==> config.mk <==
export PLATFORM = sky130hd
export DESIGN_NAME = asprf_dev_flat
export DESIGN_NICKNAME = d
export VERILOG_FILES = /design/src/core/asprf_pkg.sv /design/src/core/asprf_if.sv /design/src/core/asprf_dev.sv /design/src/flat_wrapper.sv
export SDC_FILE = /design/constraint.sdc
export NUM_CORES = 1
export LEC_CHECK = 0
export BUFFER_PORTS_ARGS = -buffer_cell sky130_fd_sc_hd__buf_2
export CAP_MARGIN = 20
export CORE_MARGIN = 2
export CORE_UTILIZATION = 56
export CTS_BUF_LIST = sky130_fd_sc_hd__clkbuf_8
export CTS_CLUSTER_DIAMETER = 30
export DETAILED_ROUTE_END_ITERATION = 7
export GPL_ROUTABILITY_DRIVEN = 1
export PLACE_DENSITY = 0.78
export SLEW_MARGIN = 20
export SYNTH_ARGS = -nofsm -noshare
export SYNTH_HDL_FRONTEND = slang
export SYNTH_SLANG_ARGS = --single-unit
==> constraint.sdc <==
create_clock -name ref_clk_in -period 2.6 [get_ports ref_clk_in]
set_input_delay 0.26 -clock ref_clk_in [delete_from_list [all_inputs] [get_ports ref_clk_in]]
set_output_delay 0.26 -clock ref_clk_in [all_outputs]
set_load 0.005 [all_outputs]
==> src/core/asprf_pkg.sv <==
`default_nettype none

package asprf_pkg;
	// Base clock and word layout.
	localparam int CLK_PERIOD_NS = 20;
	localparam int RESULT_W = 24;
	localparam int CMD_W = 8;
	localparam int FIFO_DEPTH = 2;
	localparam int CMD_READ_BIT = 7;
	localparam int CFG_DOUBLER_BIT = 0;
	localparam int CFG_RATE_LO_BIT = 1;
	localparam int CFG_RATE_HI_BIT = 2;
	localparam logic [4:0] CMD_LAST_BIT = 5'h07;
	localparam logic [4:0] RESULT_LAST_BIT = 5'h17;
	localparam logic [5:0] HOST_CMD_BITS = 6'h08;
	localparam logic [5:0] HOST_READ_BITS = 6'h20;

	// Times in ns.
	localparam int SCLK_HALF_NS = 100;
	localparam int CS_SETUP_NS = 30;
	localparam int RESET_LOW_NS = 100;
	localparam int MCLK_HALF_NS = 200;
	localparam int MCLK_PER_MIN_NS = 400;
	localparam int MCLK_PER_MAX_NS = 2500;
	localparam int MCLK_X2_PER_MIN_NS = 200;
	localparam int MCLK_X2_PER_MAX_NS = 1250;

	// Cycle counts: least times round up, longest times round down.
	localparam logic [4:0] SCLK_HALF_CYC = 5'((SCLK_HALF_NS + CLK_PERIOD_NS - 1) / CLK_PERIOD_NS);
	localparam logic [4:0] CS_SETUP_CYC = 5'((CS_SETUP_NS + CLK_PERIOD_NS - 1) / CLK_PERIOD_NS);
	localparam logic [4:0] RESET_LOW_CYC = 5'((RESET_LOW_NS + CLK_PERIOD_NS - 1) / CLK_PERIOD_NS);
	localparam logic [4:0] MCLK_HALF_CYC = 5'((MCLK_HALF_NS + CLK_PERIOD_NS - 1) / CLK_PERIOD_NS);
	localparam logic [4:0] WAKE_CYC = 5'(2 * ((MCLK_HALF_NS + CLK_PERIOD_NS - 1) / CLK_PERIOD_NS) + 2);
	localparam logic [7:0] MCLK_PER_MIN_CYC = 8'((MCLK_PER_MIN_NS + CLK_PERIOD_NS - 1) / CLK_PERIOD_NS);
	localparam logic [7:0] MCLK_PER_MAX_CYC = 8'(MCLK_PER_MAX_NS / CLK_PERIOD_NS);
	localparam logic [7:0] MCLK_X2_PER_MIN_CYC = 8'((MCLK_X2_PER_MIN_NS + CLK_PERIOD_NS - 1) / CLK_PERIOD_NS);
	localparam logic [7:0] MCLK_X2_PER_MAX_CYC = 8'(MCLK_X2_PER_MAX_NS / CLK_PERIOD_NS);

	// Values after reset.
	localparam logic RST_READY_N = 1'b1;
	localparam logic RST_IDLE_LOW = 1'b0;
	localparam logic [2:0] RST_CFG = 3'h0;

	// Device frame phases and host sequencer states.
	typedef enum logic [1:0] {ASPRF_PH_IDLE, ASPRF_PH_CMD, ASPRF_PH_READ} asprf_phase_e;
	typedef enum logic [2:0] {ASPRF_H_RESET, ASPRF_H_WAKE, ASPRF_H_IDLE, ASPRF_H_SETUP,
		ASPRF_H_PHA, ASPRF_H_PHB, ASPRF_H_HOLD, ASPRF_H_GAP} asprf_hstate_e;
endpackage

`default_nettype wire

==> src/core/asprf_if.sv <==
`timescale 1ns/10ps
`default_nettype none

// Serial pins between the converter port and its controller.
interface asprf_if;
	logic cs_n;
	logic sclk;
	logic din;
	logic dout;
	logic dout_oe;
	logic dout_line;
	logic master_clock;
	logic reset_n;
	logic ready_n;

	// The shared data line floats high when nobody drives it.
	assign dout_line = dout_oe ? dout : 1'b1;

	modport dev (input cs_n, input sclk, input din, input master_clock, input reset_n,
		output dout, output dout_oe, output ready_n);
	modport host (output cs_n, output sclk, output din, output master_clock, output reset_n,
		input dout_line, input ready_n);
endinterface

`default_nettype wire

==> src/core/asprf_dev.sv <==
`timescale 1ns/10ps
`default_nettype none

// Operation
// - First completed read releases ready flag high.
// - Repeat reads return same stored result while the buffer is empty.
// - Idle-low clock swaps edges when select falls.
// - Host keeps clock idle high if select tied.
// - Read bits change after the shifting edge.
// - Input bits captured on the sampling edge.
// - Data line released after final sampling edge.
// - Host keeps master clock running outside standby.
// - Doubler bit selects accepted master clock range.
// - Reset low restores logic; exit needs clock.
// - Active-low select enables and frames the port.
module asprf_dev (
	// Clock and reset.
	input wire logic ref_clk_in,
	input wire logic rst_in,
	// Serial pins.
	asprf_if.dev port,
	// Conversion results from the converter core.
	input wire logic [asprf_pkg::RESULT_W-1:0] result_in,
	input wire logic result_valid_in,
	output logic result_ready_out,
	// Configuration and status towards the converter core.
	output logic clock_doubler_sel_out,
	output logic modulator_rate_sel_hi_out,
	output logic modulator_rate_sel_lo_out,
	output logic mclk_in_range_out,
	output logic core_reset_out
);
	import asprf_pkg::*;

	logic sclk_q_r, cs_n_q_r, mclk_q_r, idle_low_r, core_rst_r, ready_n_r, mclk_ok_r, wr_ptr_r, rd_ptr_r, fifo_ready_r;
	logic sclk_rise, sclk_fall, cs_fall, mclk_rise, selected, drive_edge, sample_edge;
	asprf_phase_e phase_r, phase_nxt;
	logic [4:0] bit_cnt_r, bit_cnt_nxt;
	logic [CMD_W-1:0] cmd_sh_r, cmd_sh_nxt, cmd_word;
	logic [RESULT_W-1:0] out_sh_r, out_sh_nxt, result_r;
	logic dout_r, dout_nxt, dout_oe_r, dout_oe_nxt, cmd_done, read_done, cfg_we, push, load;
	logic [2:0] cfg_r;
	logic [RESULT_W-1:0] fifo_mem [FIFO_DEPTH];
	logic [1:0] fifo_cnt_r, fifo_cnt_nxt;
	logic [7:0] per_cnt_r, per_min, per_max;

	////////////////////////////////////////////////////////////////////////
	// Pin edges and edge roles.
	// Previous pin levels, kept through the core reset so edges stay true.
	always_ff @(posedge ref_clk_in or posedge rst_in) begin
		if (rst_in) begin
			sclk_q_r <= 1'b1;
			cs_n_q_r <= 1'b1;
			mclk_q_r <= 1'b0;
		end else begin
			sclk_q_r <= port.sclk;
			cs_n_q_r <= port.cs_n;
			mclk_q_r <= port.master_clock;
		end
	end

	// Edge decode; the select line gates the whole port.
	assign sclk_rise = port.sclk & ~sclk_q_r;
	assign sclk_fall = ~port.sclk & sclk_q_r;
	assign cs_fall = ~port.cs_n & cs_n_q_r;
	assign mclk_rise = port.master_clock & ~mclk_q_r;
	assign selected = ~port.cs_n;
	assign drive_edge = idle_low_r ? sclk_rise : sclk_fall;
	assign sample_edge = idle_low_r ? sclk_fall : sclk_rise;

	// The clock level seen as select falls sets the idle polarity; a tied select keeps idle high.
	always_ff @(posedge ref_clk_in or posedge rst_in) begin
		if (rst_in) begin
			idle_low_r <= RST_IDLE_LOW;
		end else if (core_rst_r) begin
			idle_low_r <= RST_IDLE_LOW;
		end else if (cs_fall) begin
			idle_low_r <= ~port.sclk;
		end
	end

	// Reset pin holds the core; release waits for a master clock edge.
	always_ff @(posedge ref_clk_in or posedge rst_in) begin
		if (rst_in) begin
			core_rst_r <= 1'b1;
		end else if (!port.reset_n) begin
			core_rst_r <= 1'b1;
		end else if (mclk_rise) begin
			core_rst_r <= 1'b0;
		end
	end

	////////////////////////////////////////////////////////////////////////
	// Frame sequencer.
	// Command byte assembly and frame ends.
	assign cmd_word = {cmd_sh_r[CMD_W-2:0], port.din};
	assign cmd_done = (phase_r == ASPRF_PH_CMD) & (bit_cnt_r == CMD_LAST_BIT);
	assign read_done = (phase_r == ASPRF_PH_READ) & selected & sample_edge & (bit_cnt_r == RESULT_LAST_BIT);
	assign cfg_we = selected & sample_edge & cmd_done & ~cmd_word[CMD_READ_BIT];

	// Next frame state: command bits in, then result bits out on a read.
	always_comb begin
		phase_nxt = phase_r;
		bit_cnt_nxt = bit_cnt_r;
		cmd_sh_nxt = cmd_sh_r;
		out_sh_nxt = out_sh_r;
		dout_nxt = dout_r;
		dout_oe_nxt = dout_oe_r;
		if (!selected) begin
			phase_nxt = ASPRF_PH_IDLE;
			bit_cnt_nxt = 5'h00;
			dout_oe_nxt = 1'b0;
		end else begin
			unique case (phase_r)
				ASPRF_PH_IDLE: begin
					if (sample_edge) begin
						phase_nxt = ASPRF_PH_CMD;
						bit_cnt_nxt = 5'h01;
						cmd_sh_nxt = cmd_word;
					end
				end
				ASPRF_PH_CMD: begin
					if (sample_edge) begin
						cmd_sh_nxt = cmd_word;
						bit_cnt_nxt = bit_cnt_r + 5'h01;
						if (cmd_done) begin
							bit_cnt_nxt = 5'h00;
							phase_nxt = cmd_word[CMD_READ_BIT] ? ASPRF_PH_READ : ASPRF_PH_IDLE;
							out_sh_nxt = result_r;
						end
					end
				end
				ASPRF_PH_READ: begin
					if (drive_edge) begin
						dout_nxt = out_sh_r[RESULT_W-1];
						out_sh_nxt = {out_sh_r[RESULT_W-2:0], 1'b0};
						dout_oe_nxt = 1'b1;
					end
					if (sample_edge) begin
						bit_cnt_nxt = bit_cnt_r + 5'h01;
						if (read_done) begin
							phase_nxt = ASPRF_PH_IDLE;
							bit_cnt_nxt = 5'h00;
							dout_oe_nxt = 1'b0;
						end
					end
				end
				default: phase_nxt = ASPRF_PH_IDLE;
			endcase
		end
	end

	// Frame registers.
	always_ff @(posedge ref_clk_in or posedge rst_in) begin
		if (rst_in) begin
			phase_r <= ASPRF_PH_IDLE;
			bit_cnt_r <= 5'h00;
			cmd_sh_r <= '0;
			out_sh_r <= '0;
			dout_r <= 1'b0;
			dout_oe_r <= 1'b0;
		end else if (core_rst_r) begin
			phase_r <= ASPRF_PH_IDLE;
			bit_cnt_r <= 5'h00;
			dout_oe_r <= 1'b0;
		end else begin
			phase_r <= phase_nxt;
			bit_cnt_r <= bit_cnt_nxt;
			cmd_sh_r <= cmd_sh_nxt;
			out_sh_r <= out_sh_nxt;
			dout_r <= dout_nxt;
			dout_oe_r <= dout_oe_nxt;
		end
	end

	// Configuration written by a write command.
	always_ff @(posedge ref_clk_in or posedge rst_in) begin
		if (rst_in) begin
			cfg_r <= RST_CFG;
		end else if (core_rst_r) begin
			cfg_r <= RST_CFG;
		end else if (cfg_we) begin
			cfg_r <= cmd_word[2:0];
		end
	end

	////////////////////////////////////////////////////////////////////////
	// Result buffer, stored result and ready flag.
	// A new word is taken only between frames and only once the stored one was read, so none is lost.
	assign push = result_valid_in & fifo_ready_r;
	assign load = (fifo_cnt_r != 2'h0) & (phase_r == ASPRF_PH_IDLE) & ~core_rst_r & ready_n_r;
	assign fifo_cnt_nxt = fifo_cnt_r + {1'b0, push} - {1'b0, load};

	// Buffer storage, one writer per entry.
	for (genvar i = 0; i < FIFO_DEPTH; i++) begin : g_entry
		always_ff @(posedge ref_clk_in) begin
			if (push && (wr_ptr_r == 1'(i))) begin
				fifo_mem[i] <= result_in;
			end
		end
	end

	// Buffer pointers and the registered ready towards the core.
	always_ff @(posedge ref_clk_in or posedge rst_in) begin
		if (rst_in) begin
			wr_ptr_r <= 1'b0;
			rd_ptr_r <= 1'b0;
			fifo_cnt_r <= 2'h0;
			fifo_ready_r <= 1'b0;
		end else if (core_rst_r) begin
			wr_ptr_r <= 1'b0;
			rd_ptr_r <= 1'b0;
			fifo_cnt_r <= 2'h0;
			fifo_ready_r <= 1'b0;
		end else begin
			wr_ptr_r <= wr_ptr_r ^ push;
			rd_ptr_r <= rd_ptr_r ^ load;
			fifo_cnt_r <= fifo_cnt_nxt;
			fifo_ready_r <= (fifo_cnt_nxt != 2'h2);
		end
	end

	// Output update drops the flag; the first finished read raises it.
	always_ff @(posedge ref_clk_in or posedge rst_in) begin
		if (rst_in) begin
			result_r <= '0;
			ready_n_r <= RST_READY_N;
		end else if (core_rst_r) begin
			ready_n_r <= RST_READY_N;
		end else if (load) begin
			result_r <= fifo_mem[rd_ptr_r];
			ready_n_r <= 1'b0;
		end else if (read_done) begin
			ready_n_r <= 1'b1;
		end
	end

	////////////////////////////////////////////////////////////////////////
	// Master clock range monitor.
	// Accepted period window follows the doubler bit.
	assign per_min = cfg_r[CFG_DOUBLER_BIT] ? MCLK_X2_PER_MIN_CYC : MCLK_PER_MIN_CYC;
	assign per_max = cfg_r[CFG_DOUBLER_BIT] ? MCLK_X2_PER_MAX_CYC : MCLK_PER_MAX_CYC;

	// Period counted between rising edges; a stopped clock falls out of range.
	always_ff @(posedge ref_clk_in or posedge rst_in) begin
		if (rst_in) begin
			per_cnt_r <= 8'h00;
			mclk_ok_r <= 1'b0;
		end else if (mclk_rise) begin
			per_cnt_r <= 8'h01;
			mclk_ok_r <= (per_cnt_r >= per_min) && (per_cnt_r <= per_max);
		end else begin
			if (per_cnt_r != 8'hff) begin
				per_cnt_r <= per_cnt_r + 8'h01;
			end
			if (per_cnt_r > per_max) begin
				mclk_ok_r <= 1'b0;
			end
		end
	end

	// Pin and core-side outputs, all from flip-flops.
	assign port.dout = dout_r;
	assign port.dout_oe = dout_oe_r;
	assign port.ready_n = ready_n_r;
	assign result_ready_out = fifo_ready_r;
	assign clock_doubler_sel_out = cfg_r[CFG_DOUBLER_BIT];
	assign modulator_rate_sel_lo_out = cfg_r[CFG_RATE_LO_BIT];
	assign modulator_rate_sel_hi_out = cfg_r[CFG_RATE_HI_BIT];
	assign mclk_in_range_out = mclk_ok_r;
	assign core_reset_out = core_rst_r;
endmodule

`default_nettype wire

==> src/flat_wrapper.sv <==
// flat-port wrapper written by rule: the top's interface ports become plain ports
module asprf_dev_flat import asprf_pkg::*;
  (ref_clk_in, rst_in, result_in, result_valid_in, result_ready_out, clock_doubler_sel_out, modulator_rate_sel_hi_out, modulator_rate_sel_lo_out, mclk_in_range_out, core_reset_out, port_cs_n, port_sclk, port_din, port_master_clock, port_reset_n, port_dout, port_dout_oe, port_ready_n);
  asprf_if port_i ();
  input wire logic ref_clk_in;
  input wire logic rst_in;
  input wire logic [asprf_pkg::RESULT_W-1:0] result_in;
  input wire logic result_valid_in;
  output logic result_ready_out;
  output logic clock_doubler_sel_out;
  output logic modulator_rate_sel_hi_out;
  output logic modulator_rate_sel_lo_out;
  output logic mclk_in_range_out;
  output logic core_reset_out;
  input wire logic [$bits(port_i.cs_n)-1:0] port_cs_n;
  input wire logic [$bits(port_i.sclk)-1:0] port_sclk;
  input wire logic [$bits(port_i.din)-1:0] port_din;
  input wire logic [$bits(port_i.master_clock)-1:0] port_master_clock;
  input wire logic [$bits(port_i.reset_n)-1:0] port_reset_n;
  output wire logic [$bits(port_i.dout)-1:0] port_dout;
  output wire logic [$bits(port_i.dout_oe)-1:0] port_dout_oe;
  output wire logic [$bits(port_i.ready_n)-1:0] port_ready_n;
  assign port_i.cs_n = port_cs_n;
  assign port_i.sclk = port_sclk;
  assign port_i.din = port_din;
  assign port_i.master_clock = port_master_clock;
  assign port_i.reset_n = port_reset_n;
  assign port_dout = port_i.dout;
  assign port_dout_oe = port_i.dout_oe;
  assign port_ready_n = port_i.ready_n;
  asprf_dev u_core (.ref_clk_in(ref_clk_in), .rst_in(rst_in), .port(port_i), .result_in(result_in), .result_valid_in(result_valid_in), .result_ready_out(result_ready_out), .clock_doubler_sel_out(clock_doubler_sel_out), .modulator_rate_sel_hi_out(modulator_rate_sel_hi_out), .modulator_rate_sel_lo_out(modulator_rate_sel_lo_out), .mclk_in_range_out(mclk_in_range_out), .core_reset_out(core_reset_out));
endmodule
==> results.md <==
* Status: finished, final reports clean
* HPWL Detailed at 6.39 mm
* Clock Tree Buf Depth at 2
* Slew Limit Fails at 0
* Worst Hold Path EP: u_core.cmd_sh_r[0]
* Crit share post-route at 0.835
* Most frequent cells in the layout: 83 x dfrtp_1, 74 x nor2_1, 53 x mux2i_1
* Synth Area per Inst at 12.4 µm²
* Share of layout cells above drive strength 1 at 0.179
* CTS Buf Count at 17
* Top_reg_cell synth: dfrtp_1
* Worst slew margin at 0.529
* Leak at 2.81 nW
* Die ar. at 0.0110 mm²
* GP Congestion at 0.851
* CTS tree: done
* Most common cell after layout, fill and taps aside: dfrtp_1
* Hold wc startpoint: port_din
* Antenna cells at 0
* IO Count at 41
* Critical path class: flop to flop
* DR iter-0 viols at 166
* H-tree Lvls at 4
* Setup Skew at 0.00955 ns
* Fill cells at 713
* Avg WL per Cell at 14.6 µm
* Synth Net Count at 509
* Largest net degree at the start of global routing at 49
* Detailed Routing Iterations Pass 1 at 4
* First-pass GRT wire length at 17.2 mm
* Post-layout min period at 2.17 ns
* Reg2Reg Depth at 11
* Setup crit start kind: flop
* Start of the worst register-to-register path: u_core.phase_r[0]
* CP arrival at 2.54 ns
* PnR Total Power at 5.00 mW
* Initial Util at 0.582
* CTS clk-pin slew, worst paths at 0.07 ns
* CP max stage delay at 0.40 ns
* TNS Setup at 0 ns
* Worst vdd ir at 845 µV
* Synth warnings at 0
* Final #Nets at 587
* Clock Latency Late Sink at 0.43 ns
* Power density over the cells at 729 mW/mm²
* Critical Path RT at 2.97 ns
* CTS sink count at 135
* Worst-path fanout max at 5
* Critical Path Sink Type: flop
* Most used cell, CP: ha_1
* Sequential share of the synthesized area at 0.635
* Post-DP Area at 0.00613 mm²
* Hold Crit Depth at 2
* Fmax at 460 MHz
* Reg-to-reg endpoint: u_core.result_ready_out
* Post-CTS sizing at 0
* Detail Route Antenna Nets at 0
* Vias at 3727
* Critical-path top delay cell: dfrtp_1
* FP Rows at 36
* Post-synth EDFFs at 48
* Post-route cell area at 0.00687 mm²
* Vias in the first global route at 3763
* Gate Count Post-Synth at 461
* Cells along the critical path: inv_1 -> ha_1 -> o211ai_1 -> nor2_4 -> ha_1 -> inv_1 -> ha_1 -> xor2_1 -> xnor2_1 -> nor2_1 -> nor2_1
* Netlist Area Pre-Place at 0.00571 mm²
* Count of different cell masters after synthesis at 46
* DRC violations left at 0
* Finish-stage setup viols at 0
* Grt total ovfl at 0
* Flop-to-flop setup slack at 0.43 ns
* Final Hold Fails at 0
* CTS root buf: clkbuf_8
* Chip Height at 105 µm
* Core footprint at 0.00982 mm²
* Vias/cell at 5.44
* Hold Path Class: input port to flop
* Area grow syn2layout at 20.2%
* Async set or reset register ratio after synthesis at 0.644
* RSZ-0062 raised after global routing: no
* Final Util at 0.699
* Total of max-cap violations at 0
* Gr usage total at 0.201
* Port bufs at 40
* DRT Wirelength at 10.0 mm
* Slew @ Worst Pin at 0.706 ns
* Synthesized flop and latch total at 135
* DIE WIDTH at 105 µm
* Initial antenna violation count at 0
==> state kept, by name, summed over array words and instances (netlist names), 2 cells and up <==
| signal | flops |
|---|---|
| u_core.cfg_r | 3 |
| u_core.fifo_cnt_r | 2 |
| u_core.out_sh_r | 24 |
| u_core.cmd_sh_r | 7 |
| u_core.phase_r | 2 |
| u_core.per_cnt_r | 8 |
| u_core.result_r | 24 |
| u_core.fifo_mem | 48 |
| u_core.bit_cnt_r | 5 |
==> per-layer routing <==
layer,global-route usage,part of all wire,up-vias
li1,-,-,1796
met1,0.245,0.43,1847
met2,0.328,0.52,68
met3,0.0661,0.034,16
met4,0.0867,0.017,0
met5,0,0,-
==> critical path, delay by kind of cell (launching register included) <==
family                   cells  cell delay (ns)
AO/OA/AOI/OAI                1             0.22
AND/OR/NAND/NOR              3             0.28
flip-flops                   1             0.40
adder cells (fa/ha/maj)      3             0.66
buffers and inverters        2             0.15
XOR/XNOR                     2             0.39
==> what timing repair did <==
action | in CTS | in global routing
buffers inserted | 0 | 0
hold buffers | 29 | 0
hold endpoints to repair | 85 | 0
endpoints found under the setup margin | 0 | 0
==> final cells by class <==
class | instances | area (µm²) | share of cell area
tap | 133 | 166 | 0.0242
clock inverter | 14 | 195 | 0.0284
inverter | 15 | 57.6 | 0.00838
multi-input combinational | 292 | 1970 | 0.286
timing repair buffer | 78 | 608 | 0.0886
sequential | 135 | 3620 | 0.528
clock buffer | 18 | 248 | 0.0361
==> where the power goes <==
part	internal, mW	switching, mW
registers	2.44	0.157
clock network	1.08	0.814
logic	0.252	0.260
total	3.77	1.23
==> synth_stat cells (2+ instances only) <==
cell type,number,area [µm²]
edfxtp_1,48,1440
and3b_1,3,26.3
a21oi_1,49,245
nor2b_1,2,12.5
o211ai_1,2,15.0
nor3_1,6,30.0
dfrtp_1,83,2080
buf_1,4,15.0
o2bb2ai_1,3,26.3
nand3_1,5,25.0
clkbuf_1,8,30.0
inv_1,15,56.3
nand2_1,13,48.8
o21a_1,2,15.0
a21o_1,2,15.0
xor2_1,4,35.0
and3_1,5,31.3
a31oi_1,3,18.8
o22ai_1,2,12.5
xnor2_1,3,26.3
dfstp_2,4,105
mux2i_1,53,531
mux2_2,8,90.1
nor2_1,75,282
nand4b_1,2,17.5
ha_1,16,200
nor3b_1,2,15.0
o21ai_0,12,60.1
nand2b_1,5,31.3
buf_2,6,30.0
==> worst max-delay path by stage <==
stage,from,end,cells after the start,slack [ns]
after floorplan,rst_in,u_core.bit_cnt_r[0],1,0.1
after global placement,u_core.phase_r[0],u_core.result_ready_out,11,0.62
after detailed placement,u_core.phase_r[0],u_core.out_sh_r[7],7,0.49
after CTS,u_core.phase_r[0],u_core.result_ready_out,11,0.45
after global routing,u_core.phase_r[1],u_core.result_ready_out,11,0.28
final,u_core.phase_r[0],u_core.result_ready_out,11,0.43
==> per-stage QoR <==
step / setup slack [ns] / hold slack, ns / std cells
6_report: 0.428 / 0.0976 / 685
5_1_grt: 0.283 / 0.0692 / 685
4_1_cts: 0.451 / 0.0598 / 685
3_5_place_dp: 0.493 / 0.351 / 624
3_3_place_gp: 0.620 / 0.351 / 624
2_1_floorplan: 0.0964 / 0.264 / 461
==> kinds of logic after synthesis <==
kind of cell,share of synthesized area
muxes,0.109
buffers and inverters,0.0243
DFF,0.635
and+or+nand+nor,0.105
xor gates and xnor gates,0.0107
AOI/OAI and AO/OA,0.0815
adders and majority gates,0.0351
No activity file was read; power rests on OpenSTA's default activity.
